### src/shared/ssu1_regs.vh
// register map, field layout and codes of the synchronous serial unit
`ifndef SSU1_REGS_VH
`define SSU1_REGS_VH

// register addresses
`define SSU1_ADDR_MODE 16'hFFA0
`define SSU1_ADDR_STAT 16'hFFA1
`define SSU1_ADDR_UPPER 16'hFFA2
`define SSU1_ADDR_LOWER 16'hFFA3

// reset values
`define SSU1_MODE_RESET 8'h00
`define SSU1_STAT_RESET 8'h01

// mode register field positions
`define SSU1_OP_MODE_HI 7
`define SSU1_OP_MODE_LO 6
`define SSU1_TAIL_MARK_ENABLE 5
`define SSU1_TAIL_KIND_SELECT 4
`define SSU1_CLOCK_SOURCE_SELECT 3
`define SSU1_PRESCALE_SEL_2 2
`define SSU1_PRESCALE_SEL_0 0

// status register field positions
`define SSU1_STAT_RUN 7
`define SSU1_STAT_DONE 6
`define SSU1_STAT_EXT_DATA 0

// operation mode codes
`define SSU1_OP_8BIT 2'h0
`define SSU1_OP_16BIT 2'h1
`define SSU1_OP_CONT 2'h2
`define SSU1_OP_RSVD 2'h3

// last bit index per word length
`define SSU1_LAST_BIT_8 4'h7
`define SSU1_LAST_BIT_16 4'hF

`endif

### src/core/ssu1_core.v
// synchronous serial unit: registers, shift engine and tail logic
//
// Decided for this implementation: the plain strobed port.
`timescale 1ns/1ps
`include "ssu1_regs.vh"
module ssu1_core (
  // clock and reset
  input wire ref_clk,
  input wire rst,
  // register port
  input wire [15:0] addr,
  input wire [7:0] wr_data,
  input wire wr_en,
  input wire rd_en,
  output reg [7:0] rd_data,
  // serial clock pin
  input wire serial_clock_pin_in,
  output reg serial_clock_pin_out,
  output reg serial_clock_pin_oe,
  // serial data pins
  input wire serial_in_pin,
  output reg serial_out_pin,
  // status
  output reg busy
);
  localparam ST_IDLE = 2'h0;
  localparam ST_SHIFT = 2'h1;
  localparam ST_TAIL = 2'h2;
  localparam ST_CONT = 2'h3;

  reg [1:0] state;
  reg [7:0] mode;
  reg [7:0] data_upper_byte;
  reg [7:0] data_lower_byte;
  reg done;
  reg [3:0] bit_count;
  reg [1:0] tail_half;
  reg sck_in_q;
  reg sck_in_prev;
  wire half_tick;
  wire [1:0] op_mode;
  wire tail_mark_enable;
  wire tail_kind_select;
  wire clock_source_select;
  wire [2:0] prescale_sel;
  wire [3:0] last_bit;
  wire ext_fall;
  wire ext_rise;
  wire int_fall;
  wire int_rise;
  wire shift_out_edge;
  wire sample_edge;
  wire wr_mode;
  wire wr_stat;
  wire wr_upper;
  wire wr_lower;
  wire start_req;
  wire stop_req;
  wire finish;

  // address match used by both strobes
  function ssu1_hit;
    input [15:0] a;
    input [15:0] target;
    begin
      ssu1_hit = (a == target);
    end
  endfunction

  assign op_mode = mode[`SSU1_OP_MODE_HI:`SSU1_OP_MODE_LO];
  assign tail_mark_enable = mode[`SSU1_TAIL_MARK_ENABLE];
  assign tail_kind_select = mode[`SSU1_TAIL_KIND_SELECT];
  assign clock_source_select = mode[`SSU1_CLOCK_SOURCE_SELECT];
  assign prescale_sel = mode[`SSU1_PRESCALE_SEL_2:`SSU1_PRESCALE_SEL_0];

  assign last_bit = (op_mode == `SSU1_OP_16BIT) ? `SSU1_LAST_BIT_16 : `SSU1_LAST_BIT_8;

  assign wr_mode = wr_en && ssu1_hit(addr, `SSU1_ADDR_MODE);
  assign wr_stat = wr_en && ssu1_hit(addr, `SSU1_ADDR_STAT);
  assign wr_upper = wr_en && ssu1_hit(addr, `SSU1_ADDR_UPPER);
  assign wr_lower = wr_en && ssu1_hit(addr, `SSU1_ADDR_LOWER);

  assign start_req = wr_stat && wr_data[`SSU1_STAT_RUN] && (op_mode != `SSU1_OP_RSVD);
  assign stop_req = wr_stat && !wr_data[`SSU1_STAT_RUN];

  // prescaler runs while the engine is active
  ssu1_prescaler u_prescaler (
    .ref_clk(ref_clk),
    .rst(rst),
    .run(busy),
    .sel(prescale_sel),
    .half_tick(half_tick)
  );

  always @(posedge ref_clk) begin
    if (rst) begin
      sck_in_q <= 1'b1;
      sck_in_prev <= 1'b1;
    end else begin
      sck_in_q <= serial_clock_pin_in;
      sck_in_prev <= sck_in_q;
    end
  end

  // edges of a slow external clock and of the internal clock
  assign ext_fall = sck_in_prev && !sck_in_q;
  assign ext_rise = !sck_in_prev && sck_in_q;
  assign int_fall = half_tick && serial_clock_pin_out;
  assign int_rise = half_tick && !serial_clock_pin_out;

  // edge source by clock source bit
  assign shift_out_edge = clock_source_select ? ext_fall : int_fall;
  assign sample_edge = clock_source_select ? ext_rise : int_rise;
  assign finish = (state == ST_SHIFT) && sample_edge && (bit_count == last_bit);

  always @(posedge ref_clk) begin
    if (rst) begin
      mode <= `SSU1_MODE_RESET;
    end else if (wr_mode && !busy) begin
      mode <= wr_data;
    end
  end

  always @(posedge ref_clk) begin
    if (rst) begin
      serial_clock_pin_oe <= 1'b1;
    end else begin
      serial_clock_pin_oe <= !clock_source_select;
    end
  end

  // transfer sequencer
  always @(posedge ref_clk) begin
    if (rst) begin
      state <= ST_IDLE;
      busy <= 1'b0;
      bit_count <= 4'h0;
      tail_half <= 2'h0;
      serial_clock_pin_out <= 1'b1;
    end else begin
      case (state)
        ST_IDLE: begin
          serial_clock_pin_out <= 1'b1;
          bit_count <= 4'h0;
          tail_half <= 2'h0;
          if (start_req) begin
            busy <= 1'b1;
            if (op_mode == `SSU1_OP_CONT) begin
              state <= ST_CONT;
            end else begin
              state <= ST_SHIFT;
            end
          end
        end
        ST_SHIFT: begin
          // serial clock toggles per half period
          if (!clock_source_select && half_tick) begin
            serial_clock_pin_out <= !serial_clock_pin_out;
          end
          if (sample_edge) begin
            bit_count <= bit_count + 4'h1;
          end
          if (finish) begin
            if (tail_mark_enable) begin
              state <= ST_TAIL;
            end else begin
              state <= ST_IDLE;
              busy <= 1'b0;
            end
          end
        end
        ST_TAIL: begin
          serial_clock_pin_out <= 1'b1;
          if (half_tick) begin
            tail_half <= tail_half + 2'h1;
            if (tail_half == 2'h1) begin
              state <= ST_IDLE;
              busy <= 1'b0;
            end
          end
        end
        ST_CONT: begin
          if (half_tick) begin
            serial_clock_pin_out <= !serial_clock_pin_out;
          end
          if (stop_req) begin
            state <= ST_IDLE;
            busy <= 1'b0;
          end
        end
        default: begin
          state <= ST_IDLE;
          busy <= 1'b0;
        end
      endcase
    end
  end

  // serial output level and extended data bit
  always @(posedge ref_clk) begin
    if (rst) begin
      serial_out_pin <= 1'b1;
    end else if (state == ST_SHIFT && shift_out_edge) begin
      // next bit out, low bit first
      serial_out_pin <= data_lower_byte[0];
    end else if (state == ST_TAIL) begin
      // latch tail high, hold tail low
      serial_out_pin <= tail_kind_select;
    end else if (wr_stat) begin
      serial_out_pin <= wr_data[`SSU1_STAT_EXT_DATA];
    end
  end

  // data byte registers, no reset value
  always @(posedge ref_clk) begin
    if (state == ST_SHIFT && sample_edge) begin
      // one bit in per serial period
      if (op_mode == `SSU1_OP_16BIT) begin
        // upper byte joins the shift
        // data pin read directly: a one cycle clock half would miss a flopped copy
        data_upper_byte <= {serial_in_pin, data_upper_byte[7:1]};
        data_lower_byte <= {data_upper_byte[0], data_lower_byte[7:1]};
      end else begin
        // lower byte holds the 8-bit word
        data_lower_byte <= {serial_in_pin, data_lower_byte[7:1]};
      end
    end else if (!busy) begin
      if (wr_upper) begin
        data_upper_byte <= wr_data;
      end
      if (wr_lower) begin
        data_lower_byte <= wr_data;
      end
    end
  end

  // done flag, end of transfer beats a clear
  always @(posedge ref_clk) begin
    if (rst) begin
      done <= 1'b0;
    end else if (finish && !tail_mark_enable) begin
      done <= 1'b1;
    end else if (state == ST_TAIL && half_tick && tail_half == 2'h1) begin
      done <= 1'b1;
    end else if (wr_stat && !wr_data[`SSU1_STAT_DONE]) begin
      done <= 1'b0;
    end else if (start_req) begin
      done <= 1'b0;
    end
  end

  // read data one cycle after the strobe
  always @(posedge ref_clk) begin
    if (rst) begin
      rd_data <= 8'h00;
    end else if (rd_en) begin
      if (ssu1_hit(addr, `SSU1_ADDR_MODE)) begin
        rd_data <= mode;
      end else if (ssu1_hit(addr, `SSU1_ADDR_STAT)) begin
        rd_data <= {busy, done, 5'h00, serial_out_pin};
      end else if (ssu1_hit(addr, `SSU1_ADDR_UPPER)) begin
        rd_data <= data_upper_byte;
      end else if (ssu1_hit(addr, `SSU1_ADDR_LOWER)) begin
        rd_data <= data_lower_byte;
      end else begin
        rd_data <= 8'h00;
      end
    end else begin
      rd_data <= 8'h00;
    end
  end
endmodule

### src/core/ssu1_prescaler.v
// prescaler giving half serial clock ticks from the system clock
`timescale 1ns/1ps
module ssu1_prescaler (
  // clock and reset
  input wire ref_clk,
  input wire rst,
  // control
  input wire run,
  input wire [2:0] sel,
  // half period tick
  output reg half_tick
);
  reg [8:0] count;
  wire [8:0] mask;

  function [8:0] ssu1_half_mask;
    input [2:0] s;
    begin
      case (s)
        3'h0: ssu1_half_mask = 9'h1FF;
        3'h1: ssu1_half_mask = 9'h07F;
        3'h2: ssu1_half_mask = 9'h01F;
        3'h3: ssu1_half_mask = 9'h00F;
        3'h4: ssu1_half_mask = 9'h007;
        3'h5: ssu1_half_mask = 9'h003;
        3'h6: ssu1_half_mask = 9'h001;
        default: ssu1_half_mask = 9'h000;
      endcase
    end
  endfunction

  assign mask = ssu1_half_mask(sel);

  always @(posedge ref_clk) begin
    if (rst || !run) begin
      count <= 9'h000;
      half_tick <= 1'b0;
    end else begin
      count <= count + 9'h001;
      half_tick <= ((count & mask) == mask);
    end
  end
endmodule

### config.mk
export PLATFORM = sky130hd
export DESIGN_NAME = ssu1_core
export DESIGN_NICKNAME = d
export VERILOG_FILES = /design/src/core/ssu1_core.v /design/src/core/ssu1_prescaler.v
export VERILOG_INCLUDE_DIRS = /design/src /design/src/shared
export SDC_FILE = /design/constraint.sdc
export NUM_CORES = 1
export LEC_CHECK = 0
export BUFFER_PORTS_ARGS = -buffer_cell sky130_fd_sc_hd__buf_4
export CAP_MARGIN = 20
export CELL_PAD_IN_SITES_DETAIL_PLACEMENT = 1
export CELL_PAD_IN_SITES_GLOBAL_PLACEMENT = 2
export CORE_ASPECT_RATIO = 0.9
export CORE_MARGIN = 10
export CORE_UTILIZATION = 32
export CTS_BUF_LIST = sky130_fd_sc_hd__clkbuf_4 sky130_fd_sc_hd__clkbuf_8
export CTS_CLUSTER_SIZE = 24
export DETAILED_ROUTE_END_ITERATION = 8
export PLACE_DENSITY_LB_ADDON = 0.1
export SYNTH_ARGS = -nofsm -noshare
export SYNTH_HDL_FRONTEND = slang
export SYNTH_SLANG_ARGS = --single-unit
export TNS_END_PERCENT = 30
### constraint.sdc
create_clock -name ref_clk -period 2.2 [get_ports ref_clk]
set_input_delay 0.22 -clock ref_clk [delete_from_list [all_inputs] [get_ports ref_clk]]
set_output_delay 0.22 -clock ref_clk [all_outputs]
set_load 0.03 [all_outputs]
# Word-level counts from Yosys, hierarchy flattened

Index checks and enable logic that the tools add are counted.

Bitwise logic cells: 2
Mux-type cells: 45
$add $sub $neg: 3
Eq/ne operators: 30
Reduce and logical (&&, ||, !) cells: 46

Operators by type and width:

| operator                                                                 | number |
|---|---|
| 8-bit 2-to-1 mux                                                         | 12 |
| 16-bit equality test (second input constant)                             | 4 |
| 9-bit one-hot mux with 7 select lines                                    | 1 |
| 1-bit logical AND                                                        | 20 |
| 1-bit 2-to-1 mux                                                         | 17 |
| 2-bit 2-to-1 mux                                                         | 8 |
| 2-bit inequality test (second input constant)                            | 7 |
| 2-bit by 1-bit inequality test with 1-bit output (second input constant) | 5 |
| 9-bit by 1-bit adder with 9-bit output (second input constant)           | 1 |
| 9-bit bitwise AND                                                        | 1 |
| 3-bit equality test (second input constant)                              | 3 |
| 9-bit equality test                                                      | 1 |
| 1-bit logical NOT                                                        | 8 |
| 4-bit 2-to-1 mux                                                         | 2 |
| 2-bit one-hot mux with 4 select lines                                    | 1 |
| 4-bit one-hot mux with 2 select lines                                    | 1 |
| 2-bit AND reduction                                                      | 4 |
| 2-bit nonzero test                                                       | 4 |
| 2-bit by 1-bit equality test with 1-bit output (second input constant)   | 3 |
| 2-bit equality test (second input constant)                              | 3 |
| 3-bit by 2-bit equality test with 1-bit output (second input constant)   | 2 |
| 6-bit AND reduction                                                      | 1 |
| 5-bit AND reduction                                                      | 1 |
| 4-bit by 1-bit adder with 4-bit output (second input constant)           | 1 |
| 14 further kinds                                                         | 15 |

Register bits after elaboration: 57
Word-level logic and storage cells: 142
Input port bits: 30
Output and inout port bits: 12

# Longest topological paths before layout

Gate-level depths: netlist of run 1.

Word-level depth: 8
Depth in mapped cells: 7
Mapped depth without buffers: 7

# Hierarchy

Synthesis of run 1 repeated with hierarchy kept, for this count alone.

Cell total of the unflattened synthesis: 282
Area, all modules: 2765.2 um2

Modules (own cells, without submodules):

| module         | cells each | area an instance (um2) | times used |
|---|---|---|---|
| ssu1_core      | 231        | 2328.5                 | 1 |
| ssu1_prescaler | 51         | 436.7                  | 1 |

# Worst setup path after synthesis of run 1

No wires, ideal clock.

Path kind: register to register
From: register serial_clock_pin_out
To: register data_upper_byte[0], enable pin
Period minus slack after synthesis: 2.163 ns
Stages on the path, launching flop included: 6
Path slack: 0.037 ns
Data arrival time: 1.790 ns
Library setup time: 0.374 ns
Cells stage by stage: dfxtp_1 -> or3b_4 -> a21oi_4 -> nand2_1 -> clkbuf_1 -> o21ai_1

Word-level cells in the longest chain between the ends: 6
Elaborated cells on any way between the ends: 8
Classes of those cells: 2 x eq/ne; 1 x mux; 5 x reduce/logical

RTL lines:

| what                                                          | line            | RTL |
|---|---|---|
| from (decl)                                                   | ssu1_core.v:18  | `output reg serial_clock_pin_out,` |
| from (signal assigned)                                        | ssu1_core.v:158 | `serial_clock_pin_out <= !serial_clock_pin_out;` |
| from (signal assigned)                                        | ssu1_core.v:184 | `serial_clock_pin_out <= !serial_clock_pin_out;` |
| 1-bit logical NOT (*)                                         | ssu1_core.v:109 | `assign int_rise = half_tick && !serial_clock_pin_out;` |
| 1-bit logical AND (*)                                         | ssu1_core.v:109 |  |
| 1-bit 2-to-1 mux (*)                                          | ssu1_core.v:113 | `assign sample_edge = clock_source_select ? ext_rise : int_rise;` |
| 1-bit logical AND (*)                                         | ssu1_core.v:216 | `if (state == ST_SHIFT && sample_edge) begin` |
| 2-bit inequality test (no line), or another cell as far along | n/a             |  |
| 3-bit AND reduction (no line) (*)                             | n/a             |  |
| to (signal assigned)                                          | ssu1_core.v:221 | `data_upper_byte <= {serial_in_pin, data_upper_byte[7:1]};` |
| to (signal assigned)                                          | ssu1_core.v:229 | `data_upper_byte <= wr_data;` |
| to (decl)                                                     | ssu1_core.v:33  | `reg [7:0] data_upper_byte;` |

Mark *: on every way between the ends. The rest lies on a longest branch, timed or not.
A chain may end at the register's enable or synchronous reset.

# Worst setup path in the final report of run 1

From: register u_prescaler.half_tick
To: register state[1]

Word-level cells in the longest chain between the ends: 6
Elaborated cells on any way between the ends: 7
Classes of those cells: 2 x eq/ne; 1 x mux; 4 x reduce/logical

RTL lines:

| what                              | line                | RTL |
|---|---|---|
| from (decl)                       | ssu1_prescaler.v:11 | `output reg half_tick` |
| from (signal assigned)            | ssu1_prescaler.v:40 | `half_tick <= ((count & mask) == mask);` |
| 1-bit logical AND                 | ssu1_core.v:109     |  |
| 1-bit 2-to-1 mux                  | ssu1_core.v:113     |  |
| 1-bit logical AND (2 in a row)    | ssu1_core.v:114     | `assign finish = (state == ST_SHIFT) && sample_edge && (bit_count == last_bit);` |
| 2-bit inequality test (no line)   | n/a                 |  |
| 5-bit AND reduction (no line) (*) | n/a                 |  |
| to (signal assigned)              | ssu1_core.v:135     | `state <= ST_IDLE;` |
| to (signal assigned)              | ssu1_core.v:149     | `state <= ST_CONT;` |
| to (signal assigned)              | ssu1_core.v:151     | `state <= ST_SHIFT;` |
| to (decl)                         | ssu1_core.v:31      | `reg [1:0] state;` |

Marks and branches as above.

==> run metrics, run 1 <==
outcome=finished, final reports clean; Antenna Cells=0; Cell Chain, Critical Path=or3b_4, a21oi_4, a41oi_2, or3_1, a21oi_1; Clock Tree Buf Depth=2; pre-CTS setup slack=0.177 ns; Max Slew Vio Count=0; final worst path period share=84.3%; Detailed Routing Iterations Pass 1=6; IO buf count=41; Leakage=1.28 nW; vias per inst=5.13; Site Rows=31; Internal=1.73 mW; number of nets with antenna violations after routing=0; Synth Register Bits=57; Yosys top cell by area=dfxtp_1; # Post-CTS Setup Buffers=0; GR Util All Layers=12.9%; vias in the first global route=2376; initial antenna violation count=0; CTS resizes=0; relative slew slack=66.8%; Top Usage Layer GRT=met2; WL/cell=17.3 um; Final WS setup=0.346 ns; unrepaired setup endpoints after global routing=false; synthesized cell area=2710 um^2; pwr/cell area=661 nW/um^2; Clock Skew=0.00872 ns; Design Area, Final=3360 um^2; first-pass GRT wire length=12.5 mm; Synth top area share=30.3%; FF-to-FF path depth=5; setup slack, reg-to-reg=0.35 ns; Seq pwr share=48.6%; Hold Startpoint=serial_clock_pin_in; Post-Layout Cell Count=446; placed cells=430; setup violators final=0; mux contribution to synthesized area=7.81%; DRT Wirelength=7.72 mm; Simple-Gate Fraction of Synth Area=23.8%; Synth Flop Type=dfxtp_1; initial DRC count=59; Net Switching=0.494 mW; hold-fix buffer count after cts=0; Layout Utilization=41.2%; largest cells by area after synthesis=dfxtp_1 30%, edfxtp_1 18%, nand2_1 7.5%; Worst-Margin Slew=0.495 ns; synthesis warning total=0; combinational power share=4.7%; Startpoint Class=flip-flop; DRC=0; Critical Path Sink Type=flip-flop; CP max stage delay=0.42 ns; Sw Ratio=22.2%; Syn Area/Cell=9.21 um^2; TritonCTS buffer count=9; CP max stage cell=or3b_4; WHS=0.0662 ns; XOR/XNOR share of the synthesized area=2.59%; M1 GR Usage=17.0%; CORE AREA=8150 um^2; total negative slack=0 ns; Synth Instances=294; Worst Path Buf+Inv=0; Clock Latency Late Sink=0.34 ns; Period minus WS final=1.85 ns; worst path required time=2.46 ns; sequential share of the synthesized area=48.1%; max-cap check violation count=0; largest family of logic cells by synthesized area=simple AND/OR/NAND/NOR gates; endpoints failing hold=0; DP Area=3150 um^2; GR Util met2=19.2%; FMAX=539 MHz; Hold Path Stages=2; Overflow after GRT=0; P&R area growth vs syn=24.1%; Hold Path Class=in2reg; root buffer cell=clkbuf_8; Worst Path Arrival=2.11 ns; crit-path leading delay family=simple AND/OR/NAND/NOR gates; Die Ht=107 um; largest net degree at the start of global routing=26; Die X=117 um; final-stage net count=375; number of library cell types mapped by synthesis=52; Synth async-reset ratio=0%; clock tree sinks=57; DIE AREA=12500 um^2; ratio of cells with drive above 1 in the final layout=22.5%; Clk pwr share=46.7%; Post-DP HPWL=5.62 mm; H-tree depth=3; Synth Net Count=327; number of flops mapped to enable cells by yosys=16; reg2reg start=u_prescaler.half_tick$_SDFF_PP0_; RD Place Congestion=0.734; Synth Area in Adders=1.39%; post-synthesis compound-gate area fraction=13.0%; grt met3 use=4.40%; CTS tree=done; Hold Path Sink=sck_in_q$_SDFF_PP1_; vias=2290; Max VDD drop=0.306 mV; Final Power=2.22 mW; reg2reg end=state[1]$_SDFFE_PP0P_; Critical Path Fanout Max=6; initial core utilization=33.2%; IO Pins=42; clock transition at the registers of the reported paths=0.07 ns; critical path type=reg2reg
## cell type report
type                            instances  area, um^2
Clock buffer                           12         159
Clock inverter                          4        51.3
Fill cell                             975        4790
Inverter                                7        26.3
Multi-Input combinational cell        216        1320
Sequential cell                        57        1300
Tap cell                               99         124
Timing Repair Buffer                   51         383
## worst reg2reg max path: cells and delay by family, from the launching register on
kind	cells	cell delay, ns
AND/OR/NAND/NOR	2	0.81
AO/OA/AOI/OAI	3	0.60
flip-flops	1	0.37
## logic make-up after synthesis
kind of cell,Yosys count
muxes,21
adders and majority gates,3
AOI/OAI and AO/OA,51
buffers and inverters,21
and+or+nand+nor,133
xor gates and xnor gates,8
DFF,57
## registers in the layout, indices dropped and copies added, names as in the netlist
signal,count
data_lower_byte,8
serial_clock_pin_out,1
serial_out_pin,1
data_upper_byte,8
sck_in_q,1
u_prescaler.half_tick,1
busy,1
mode,8
u_prescaler.count,9
tail_half,2
sck_in_prev,1
serial_clock_pin_oe,1
rd_data,8
bit_count,4
state,2
done,1
## routing by layer
metal	share of wire, %	wire (um)
met1	49	3790
met2	44	3430
met3	5.7	440
met4	0.84	65
met5	0	0
## layout by cell type, fill, tap and decap left out, types with 6 or more instances in the layout
cell type  synthesis  final
clkbuf_8           0     11
o21ai_0            8      8
nand2_1           54     54
nor2_1            33     33
edfxtp_1          16     16
inv_1              7      7
dfxtp_1           41     41
nand3_1           11     11
buf_4              0     51
a31oi_1            6      6
a21oi_1           14     14
mux2i_1           20     20
## synthesized netlist by cell type, types with 3 or more instances
| library cell | instances |
|---|---|
| nand2b_1 | 4 |
| inv_1 | 7 |
| edfxtp_1 | 16 |
| a31oi_1 | 6 |
| xnor2_1 | 3 |
| xor2_1 | 5 |
| buf_2 | 3 |
| clkbuf_1 | 9 |
| nand3b_1 | 3 |
| a21oi_1 | 14 |
| nand2_1 | 54 |
| a221oi_1 | 3 |
| ha_1 | 3 |
| or3_1 | 5 |
| mux2i_1 | 20 |
| o21ai_0 | 8 |
| nand3_1 | 11 |
| nor2_1 | 33 |
| a22oi_1 | 3 |
| dfxtp_1 | 41 |
| nor3_1 | 4 |
## power by group through the flow
stage | Sequential [mW] | Clock (mW) | Combinational, mW
after floorplan | 1.10 | 0 | 0.0463
after global placement | 1.10 | 0 | 0.104
after detailed placement | 1.10 | 0 | 0.105
after CTS | 1.08 | 1.08 | 0.106
after global routing | 1.08 | 1.12 | 0.114
final | 1.08 | 1.04 | 0.104
## worst max-delay path by stage
stage,startpoint,endpoint,cells after the start
after floorplan,serial_clock_pin_out$_SDFFE_PP1P_,data_upper_byte[0]$_DFFE_PP_,5
after global placement,addr[6],data_upper_byte[3]$_DFFE_PP_,7
after detailed placement,addr[6],data_upper_byte[1]$_DFFE_PP_,7
after CTS,u_prescaler.half_tick$_SDFF_PP0_,data_upper_byte[7]$_DFFE_PP_,5
after global routing,u_prescaler.half_tick$_SDFF_PP0_,state[1]$_SDFFE_PP0P_,5
final,u_prescaler.half_tick$_SDFF_PP0_,state[1]$_SDFFE_PP0P_,5
Note: power is estimated with default switching activity, not from simulation.
==> run 2, diff against run 1 <==
--- a/config.mk
+++ b/config.mk
@@ -6,13 +6,14 @@
 export SDC_FILE = /design/constraint.sdc
 export NUM_CORES = 1
 export LEC_CHECK = 0
+export ABC_AREA = 1
 export BUFFER_PORTS_ARGS = -buffer_cell sky130_fd_sc_hd__buf_4
 export CAP_MARGIN = 20
 export CELL_PAD_IN_SITES_DETAIL_PLACEMENT = 1
 export CELL_PAD_IN_SITES_GLOBAL_PLACEMENT = 2
 export CORE_ASPECT_RATIO = 0.9
 export CORE_MARGIN = 10
-export CORE_UTILIZATION = 32
+export CORE_UTILIZATION = 30
 export CTS_BUF_LIST = sky130_fd_sc_hd__clkbuf_4 sky130_fd_sc_hd__clkbuf_8
 export CTS_CLUSTER_SIZE = 24
 export DETAILED_ROUTE_END_ITERATION = 8
==> constraint.sdc (replaced) <==
create_clock -name ref_clk -period 1.6 [get_ports ref_clk]
set_input_delay 0.16 -clock ref_clk [delete_from_list [all_inputs] [get_ports ref_clk]]
set_output_delay 0.16 -clock ref_clk [all_outputs]
set_load 0.03 [all_outputs]
==> run metrics, run 2 <==
initial DRC count=63 (+6.8%); pre-CTS setup slack=0.0215 ns (-0.156 ns); FMAX=680 MHz (+26%); unrepaired setup endpoints after global routing=true; Max VDD drop=0.452 mV (+48%); multi-input gate area in the final layout=1220 um^2 (-7.2%); Yosys top cell by area=dfxtp_1; Syn Area/Cell=7.46 um^2 (-19%); Clk pwr share=40.7% (-6.0 points); GR Util met2=20.3% (+1.1 points); Period minus WS final=1.47 ns (-0.384 ns); pwr/cell area=825 nW/um^2 (+25%); Synth Net Count=399 (+22%); IO Pins=42 (unchanged); root buffer cell=clkbuf_8; initial antenna violation count=0 (unchanged); first-pass GRT wire length=13.7 mm (+10%); Clock Tree Buf Depth=2 (unchanged); Final Power=2.90 mW (+31%); Leakage=1.50 nW (+17%); vias in the first global route=2679 (+13%); largest net degree at the start of global routing=22 (-15%); vias=2596 (+13%); setup violators final=0 (unchanged); Largest Register=u_prescaler.count; Hold Path Class=in2reg; Die X=121 um (+3.1%); final-stage net count=465 (+24%); final worst path period share=91.9% (+7.6 points); DRC=0 (unchanged); H-tree depth=3 (unchanged); Critical Path Fanout Max=4 (-2); Startpoint Class=flip-flop; fillcell total=1117 (+15%); Detailed Routing Iterations Pass 1=4 (-2); M1 GR Usage=16.4% (-0.62 points); most common cell after layout, fill and taps aside=nand2_1; Die Ht=110 um (+3.0%); number of library cell types mapped by synthesis=30 (-42%); Synth Register Bits=57 (unchanged); most common library cells after synthesis=108 x nand2_1, 47 x inv_1, 41 x dfxtp_1; relative slew slack=63.1% (-3.7 points); max-cap check violation count=0 (unchanged); Synth top area share=30.1% (-0.25 points); FF/Latch Area=1310 um^2 (+0.29%); DRT Wirelength=8.37 mm (+8.4%); RD Place Congestion=0.774 (+5.5%); clock tree sinks=57 (unchanged); Site Rows=32 (+3.2%); Critical Path Sink Type=flip-flop; Internal=2.16 mW (+25%); Worst Path Arrival=1.71 ns (-0.40 ns); DIE AREA=13300 um^2 (+6.2%); Design Area, Final=3520 um^2 (+4.7%); CORE AREA=8730 um^2 (+7.2%); TritonCTS buffer count=9 (unchanged); synthesized cell area=2730 um^2 (+0.83%); endpoints failing hold=0 (unchanged); initial core utilization=31.3% (-2.0 points); critical path type=reg2reg; number of nets with antenna violations after routing=0 (unchanged); sequential share of the synthesized area=47.7% (-0.40 points); outcome=finished, final reports clean; Seq pwr share=51.6% (+3.0 points); Clock Latency Late Sink=0.34 ns (about the same); most frequent cells in the layout=106 x nand2_1, 60 x buf_4, 47 x inv_1; synthesis warning total=0 (unchanged); Max Slew Vio Count=0 (unchanged); # Post-CTS Setup Buffers=0 (unchanged); GR Util All Layers=12.8% (-0.10 points); Post-DP HPWL=6.43 mm (+14%); Worst-Margin Slew=0.553 ns (+0.0585 ns); Synth Instances=366 (+24%); DP Area=3320 um^2 (+5.3%); Synth async-reset ratio=0% (unchanged); combinational power share=7.7% (+3.0 points); Clock Skew=0.00820 ns (-0.000523 ns); Synth Flop Type=dfxtp_1; grt met3 use=4.07% (-0.34 points); total negative slack=0 ns (unchanged); Net Switching=0.745 mW (+51%); vias per inst=4.67 (-9.1%); WL/cell=15.0 um (-13%); Sw Ratio=25.7% (+3.5 points); Overflow after GRT=0 (unchanged); most frequent cell after synthesis=nand2_1; CTS tree=done; IO buf count=41 (unchanged); P&R area growth vs syn=28.9%; clock transition at the registers of the reported paths=0.07 ns (about the same); Top Usage Layer GRT=met2; Final WS setup=0.130 ns (-0.216 ns); max reg flops=9 (unchanged); number of flops mapped to enable cells by yosys=16 (unchanged); Antenna Cells=0 (unchanged); largest cells by area after synthesis=dfxtp_1 30%, edfxtp_1 18%, nand2_1 15%; worst path required time=1.84 ns (-0.62 ns); ratio of cells with drive above 1 in the final layout=24.3% (+1.8 points)
## run 2: through the flow
step | util [%] | instances | hold slack [ns]
floorplan | - | 366 | 0.264
global placement | 38.0 | 539 | 0.347
detailed placement | 38.0 | 539 | 0.351
CTS | 40.0 | 556 | 0.0704
global route | 40.3 | 556 | 0.0647
finish | 40.3 | 556 | 0.0797
## run 2: layout make-up
cell class,instances,area share [%]
Clock inverter,6,0.960
Tap cell,119,4.23
Sequential cell,57,37.1
Clock buffer,10,3.73
Inverter,53,5.65
Timing Repair Buffer,62,13.7
Multi-Input combinational cell,249,34.7
## run 2: critical path: stages (launching register included)
cell,delay [ns]
dfxtp_2,0.35
ha_2,0.18
nand2_1,0.07
inv_1,0.05
nand2_1,0.04
nor2_1,0.11
nand2_2,0.10
a21oi_4,0.20
nand2_2,0.11
o21ai_2,0.13
nor2_1,0.05
## run 2: cells by family (layout without fill, tap and decap cells)
kind of cell,after synthesis,after routing,synth area share (%)
AND/OR/NAND/NOR,175,175,27.1
AO/OA/AOI/OAI,67,67,13.9
XOR/XNOR,3,3,0.963
buffers and inverters,60,131,8.62
flip-flops,57,57,47.7
multiplexers,1,1,0.413
adder cells (fa/ha/maj),3,3,1.38
## run 2: timing repair
item,4_1_cts,5_1_grt
endpoints found under the hold margin,1,0
setup endpoints to repair,0,23
hold buffers,1,0
gates resized for setup,0,10
## run 2: power by group through the flow
stage                     clock [mW]  sequential [mW]  combinational, mW
after CTS                       1.22             1.50              0.220
after global placement             0             1.53              0.213
after global routing            1.28             1.50              0.253
final                           1.18             1.50              0.223
after floorplan                    0             1.53              0.103
after detailed placement           0             1.53              0.217
## run 2: routing by layer
layer	wire, um	vias to the layer above	part of all wire (%)
met5	0	-	0
met4	64	0	0.76
met3	357	6	4.3
met2	3840	42	46
met1	4110	1237	49
li1	-	1311	-
## run 2: worst paths after layout
path,startpoint,endpoint,slack [ns],depth (start not counted)
max,bit_count[0]$_SDFFE_PP0P_,state[0]$_SDFFE_PP0P_,0.13,10
min reg2reg,mode[3]$_SDFFE_PP0P_,serial_clock_pin_oe$_SDFF_PP1_,0.43,1
min,rst,bit_count[1]$_SDFFE_PP0P_,0.08,2
max reg2reg,bit_count[0]$_SDFFE_PP0P_,state[0]$_SDFFE_PP0P_,0.13,10
==> run 3, diff against run 2 <==
--- a/config.mk
+++ b/config.mk
@@ -9,16 +9,14 @@
 export ABC_AREA = 1
 export BUFFER_PORTS_ARGS = -buffer_cell sky130_fd_sc_hd__buf_4
 export CAP_MARGIN = 20
-export CELL_PAD_IN_SITES_DETAIL_PLACEMENT = 1
-export CELL_PAD_IN_SITES_GLOBAL_PLACEMENT = 2
 export CORE_ASPECT_RATIO = 0.9
 export CORE_MARGIN = 10
-export CORE_UTILIZATION = 30
+export CORE_UTILIZATION = 39
 export CTS_BUF_LIST = sky130_fd_sc_hd__clkbuf_4 sky130_fd_sc_hd__clkbuf_8
 export CTS_CLUSTER_SIZE = 24
 export DETAILED_ROUTE_END_ITERATION = 8
-export PLACE_DENSITY_LB_ADDON = 0.1
 export SYNTH_ARGS = -nofsm -noshare
 export SYNTH_HDL_FRONTEND = slang
+export SYNTH_HIERARCHICAL = 1
 export SYNTH_SLANG_ARGS = --single-unit
 export TNS_END_PERCENT = 30
==> run metrics, run 3 <==
IO Pins=42 (unchanged); Post-DP HPWL=5.25 mm (-18%); setup violators final=0 (unchanged); Detailed Routing Iterations Pass 1=4 (unchanged); Leakage=1.54 nW (+2.6%); endpoints failing hold=0 (unchanged); DRC=0 (unchanged); number of nets with antenna violations after routing=0 (unchanged); CORE AREA=6970 um^2 (-20%); Cell Chain, Critical Path=inv_1, nand3_2, a21oi_4, inv_4, o22ai_4; # Post-CTS Setup Buffers=0 (unchanged); Design Area, Final=3540 um^2 (+0.57%); Synth async-reset ratio=0% (unchanged); critical path type=reg2reg; total negative slack=0 ns (unchanged); Final Power=3.61 mW (+25%); DIE AREA=10900 um^2 (-18%); Syn Area/Cell=7.54 um^2 (+1.1%); Max Slew Vio Count=0 (unchanged); number of flops mapped to enable cells by yosys=16 (unchanged); XOR/XNOR share of the synthesized area=0.316% (-0.65 points); Synth Flop Type=dfxtp_1; TritonCTS buffer count=9 (unchanged); largest cells by area after synthesis=dfxtp_1 30%, edfxtp_1 17%, nand2_1 10%; worst path required time=1.60 ns (-0.24 ns); Clock Latency Late Sink=0.34 ns (about the same); Hold Path Class=in2reg; ratio of cells with drive above 1 in the final layout=24.7% (+0.40 points); number of library cell types mapped by synthesis=33 (+10%); H-tree depth=3 (unchanged); initial antenna violation count=0 (unchanged); Worst-Margin Slew=0.501 ns (-0.0519 ns); M1 GR Usage=16.5% (+0.10 points); FMAX=672 MHz (-1.2%); Worst Path Arrival=1.49 ns (-0.22 ns); DP Area=3300 um^2 (-0.60%); clock tree sinks=57 (unchanged); WL/cell=12.8 um (-15%); most common cell after layout, fill and taps aside=nand2_1; Critical Path Fanout Max=8 (+4); most frequent cells in the layout=75 x nand2_1, 63 x inv_1, 55 x buf_4; Layout Utilization=50.8% (+10 points); largest net degree at the start of global routing=17 (-23%); CP max stage cell=o22ai_4; DRT Wirelength=6.75 mm (-19%); unrepaired setup endpoints after global routing=true; Overflow after GRT=0 (unchanged); GR Util met2=19.9% (-0.48 points); Die Ht=99.9 um (-9.6%); vias=2504 (-3.5%); mux contribution to synthesized area=0.407% (-0.0058 points); Max VDD drop=0.573 mV (+27%); grt met3 use=5.06% (+0.99 points); largest family of logic cells by synthesized area=simple AND/OR/NAND/NOR gates; CP max stage delay=0.32 ns (-0.03 ns); initial DRC count=79 (+25%); Antenna Cells=0 (unchanged); Clock Skew=0.00926 ns (+0.00106 ns); post-synthesis compound-gate area fraction=16.6% (+2.7 points); fillcell total=692 (-38%); Critical Path Sink Type=flip-flop; first-pass GRT wire length=11.1 mm (-19%); most common library cells after synthesis=76 x nand2_1, 65 x inv_1, 41 x dfxtp_1; vias per inst=4.75 (+1.8%); pwr/cell area=1020 nW/um^2 (+24%); vias in the first global route=2314 (-14%); Synth top area share=29.7% (-0.42 points); clock transition at the registers of the reported paths=0.06 ns (about the same); sequential share of the synthesized area=47.0% (-0.67 points); final-stage net count=462 (-0.65%); synthesis warning total=6 (+6); Largest Register=u_prescaler/count; relative slew slack=66.6% (+3.5 points); Synth Register Bits=57 (unchanged); Synth Instances=367 (+0.27%); synthesized cell area=2770 um^2 (+1.4%); max-cap check violation count=0 (unchanged); root buffer cell=clkbuf_8; initial core utilization=39.7% (+8.5 points); CTS tree=done; Die X=109 um (-9.7%); outcome=finished, final reports clean; final worst path period share=93.0% (+1.1 points); most frequent cell after synthesis=nand2_1; Site Rows=29 (-9.4%); GR Util All Layers=13.0% (+0.25 points); Simple-Gate Fraction of Synth Area=23.9% (-3.1 points); Period minus WS final=1.49 ns (+0.0181 ns); Clock Tree Buf Depth=2 (unchanged); P&R area growth vs syn=27.8%; Synth Area in Adders=1.36% (-0.019 points); IO buf count=41 (unchanged); Startpoint Class=flip-flop; Synth Net Count=400 (+0.25%); max reg flops=9 (unchanged); RD Place Congestion=0.851 (+10%); Yosys top cell by area=dfxtp_1; Top Usage Layer GRT=met2
-- run 3: cell count changes after synthesis, sizes merged, moves of 6 or more --
cell,change
o221ai,-6
nand2,-29
inv,+14
o22ai,+7
o21ai,+15
-- run 3: cell families (layout without fill, tap and decap cells) --
family | count (synthesis) | count (layout)
mux | 1 | 1
simple gates | 150 | 150
xor+xnor | 1 | 1
buf+inv | 73 | 140
fa+ha+maj | 3 | 3
compound gates | 82 | 82
flops | 57 | 57
-- run 3: stage by stage --
step	worst slack, ns	std cells	hold slack [ns]
2_1_floorplan	0.0130	367	0.264
3_3_place_gp	0.0760	510	0.348
3_5_place_dp	0.0374	510	0.351
4_1_cts	0.0228	527	0.0647
5_1_grt	-0.0421	527	0.0784
6_report	0.112	527	0.0819
-- run 3: timing repair --
action | 4_1_cts | 5_1_grt
hold endpoints to repair | 1 | 0
endpoints found under the setup margin | 0 | 18
resized for setup | 0 | 12
hold buffers | 1 | 0
-- run 3: worst paths after layout --
check	slack, ns	start	cells after the start	end
min reg2reg	0.44	mode[3]$_SDFFE_PP0P_	1	serial_clock_pin_oe$_SDFF_PP1_
max	0.11	sck_in_prev$_SDFF_PP1_	5	data_upper_byte[5]$_DFFE_PP_
max reg2reg	0.11	sck_in_prev$_SDFF_PP1_	5	data_upper_byte[5]$_DFFE_PP_
min	0.08	rst	2	tail_half[1]$_SDFFE_PP0P_
-- run 3: routing by layer --
metal	routed length, um	vias to the layer above	share of wire [%]
met5	0	-	0
met4	89	0	1.3
met3	411	9	6.1
met2	3070	52	46
met1	3170	1135	47
li1	-	1308	-
-- run 3: worst max-delay path: cells and delay by family (launching register included) --
| kind | cells | cell delay (ns) |
|---|---|---|
| AOI/OAI and AO/OA | 2 | 0.58 |
| buffers and inverters | 2 | 0.19 |
| and+or+nand+nor | 1 | 0.09 |
| DFF | 1 | 0.30 |
-- run 3: cell type report --
| cell class | count | area (um^2) | area share [%] |
|---|---|---|---|
| multi-input cells | 237 | 1220 | 34.6 |
| flip-flops and latches | 57 | 1310 | 37.0 |
| repair buffers | 57 | 434 | 12.3 |
| inverters | 67 | 254 | 7.18 |
| well taps | 93 | 116 | 3.29 |
| clock buffers | 11 | 145 | 4.10 |
| clock inverters | 5 | 53.8 | 1.52 |
-- run 3: power by group --
part	total [mW]	internal (mW)	switching, mW
logic	0.686	0.277	0.409
registers	1.58	1.53	0.0489
clock network	1.35	0.773	0.578
total	3.61	2.58	1.04
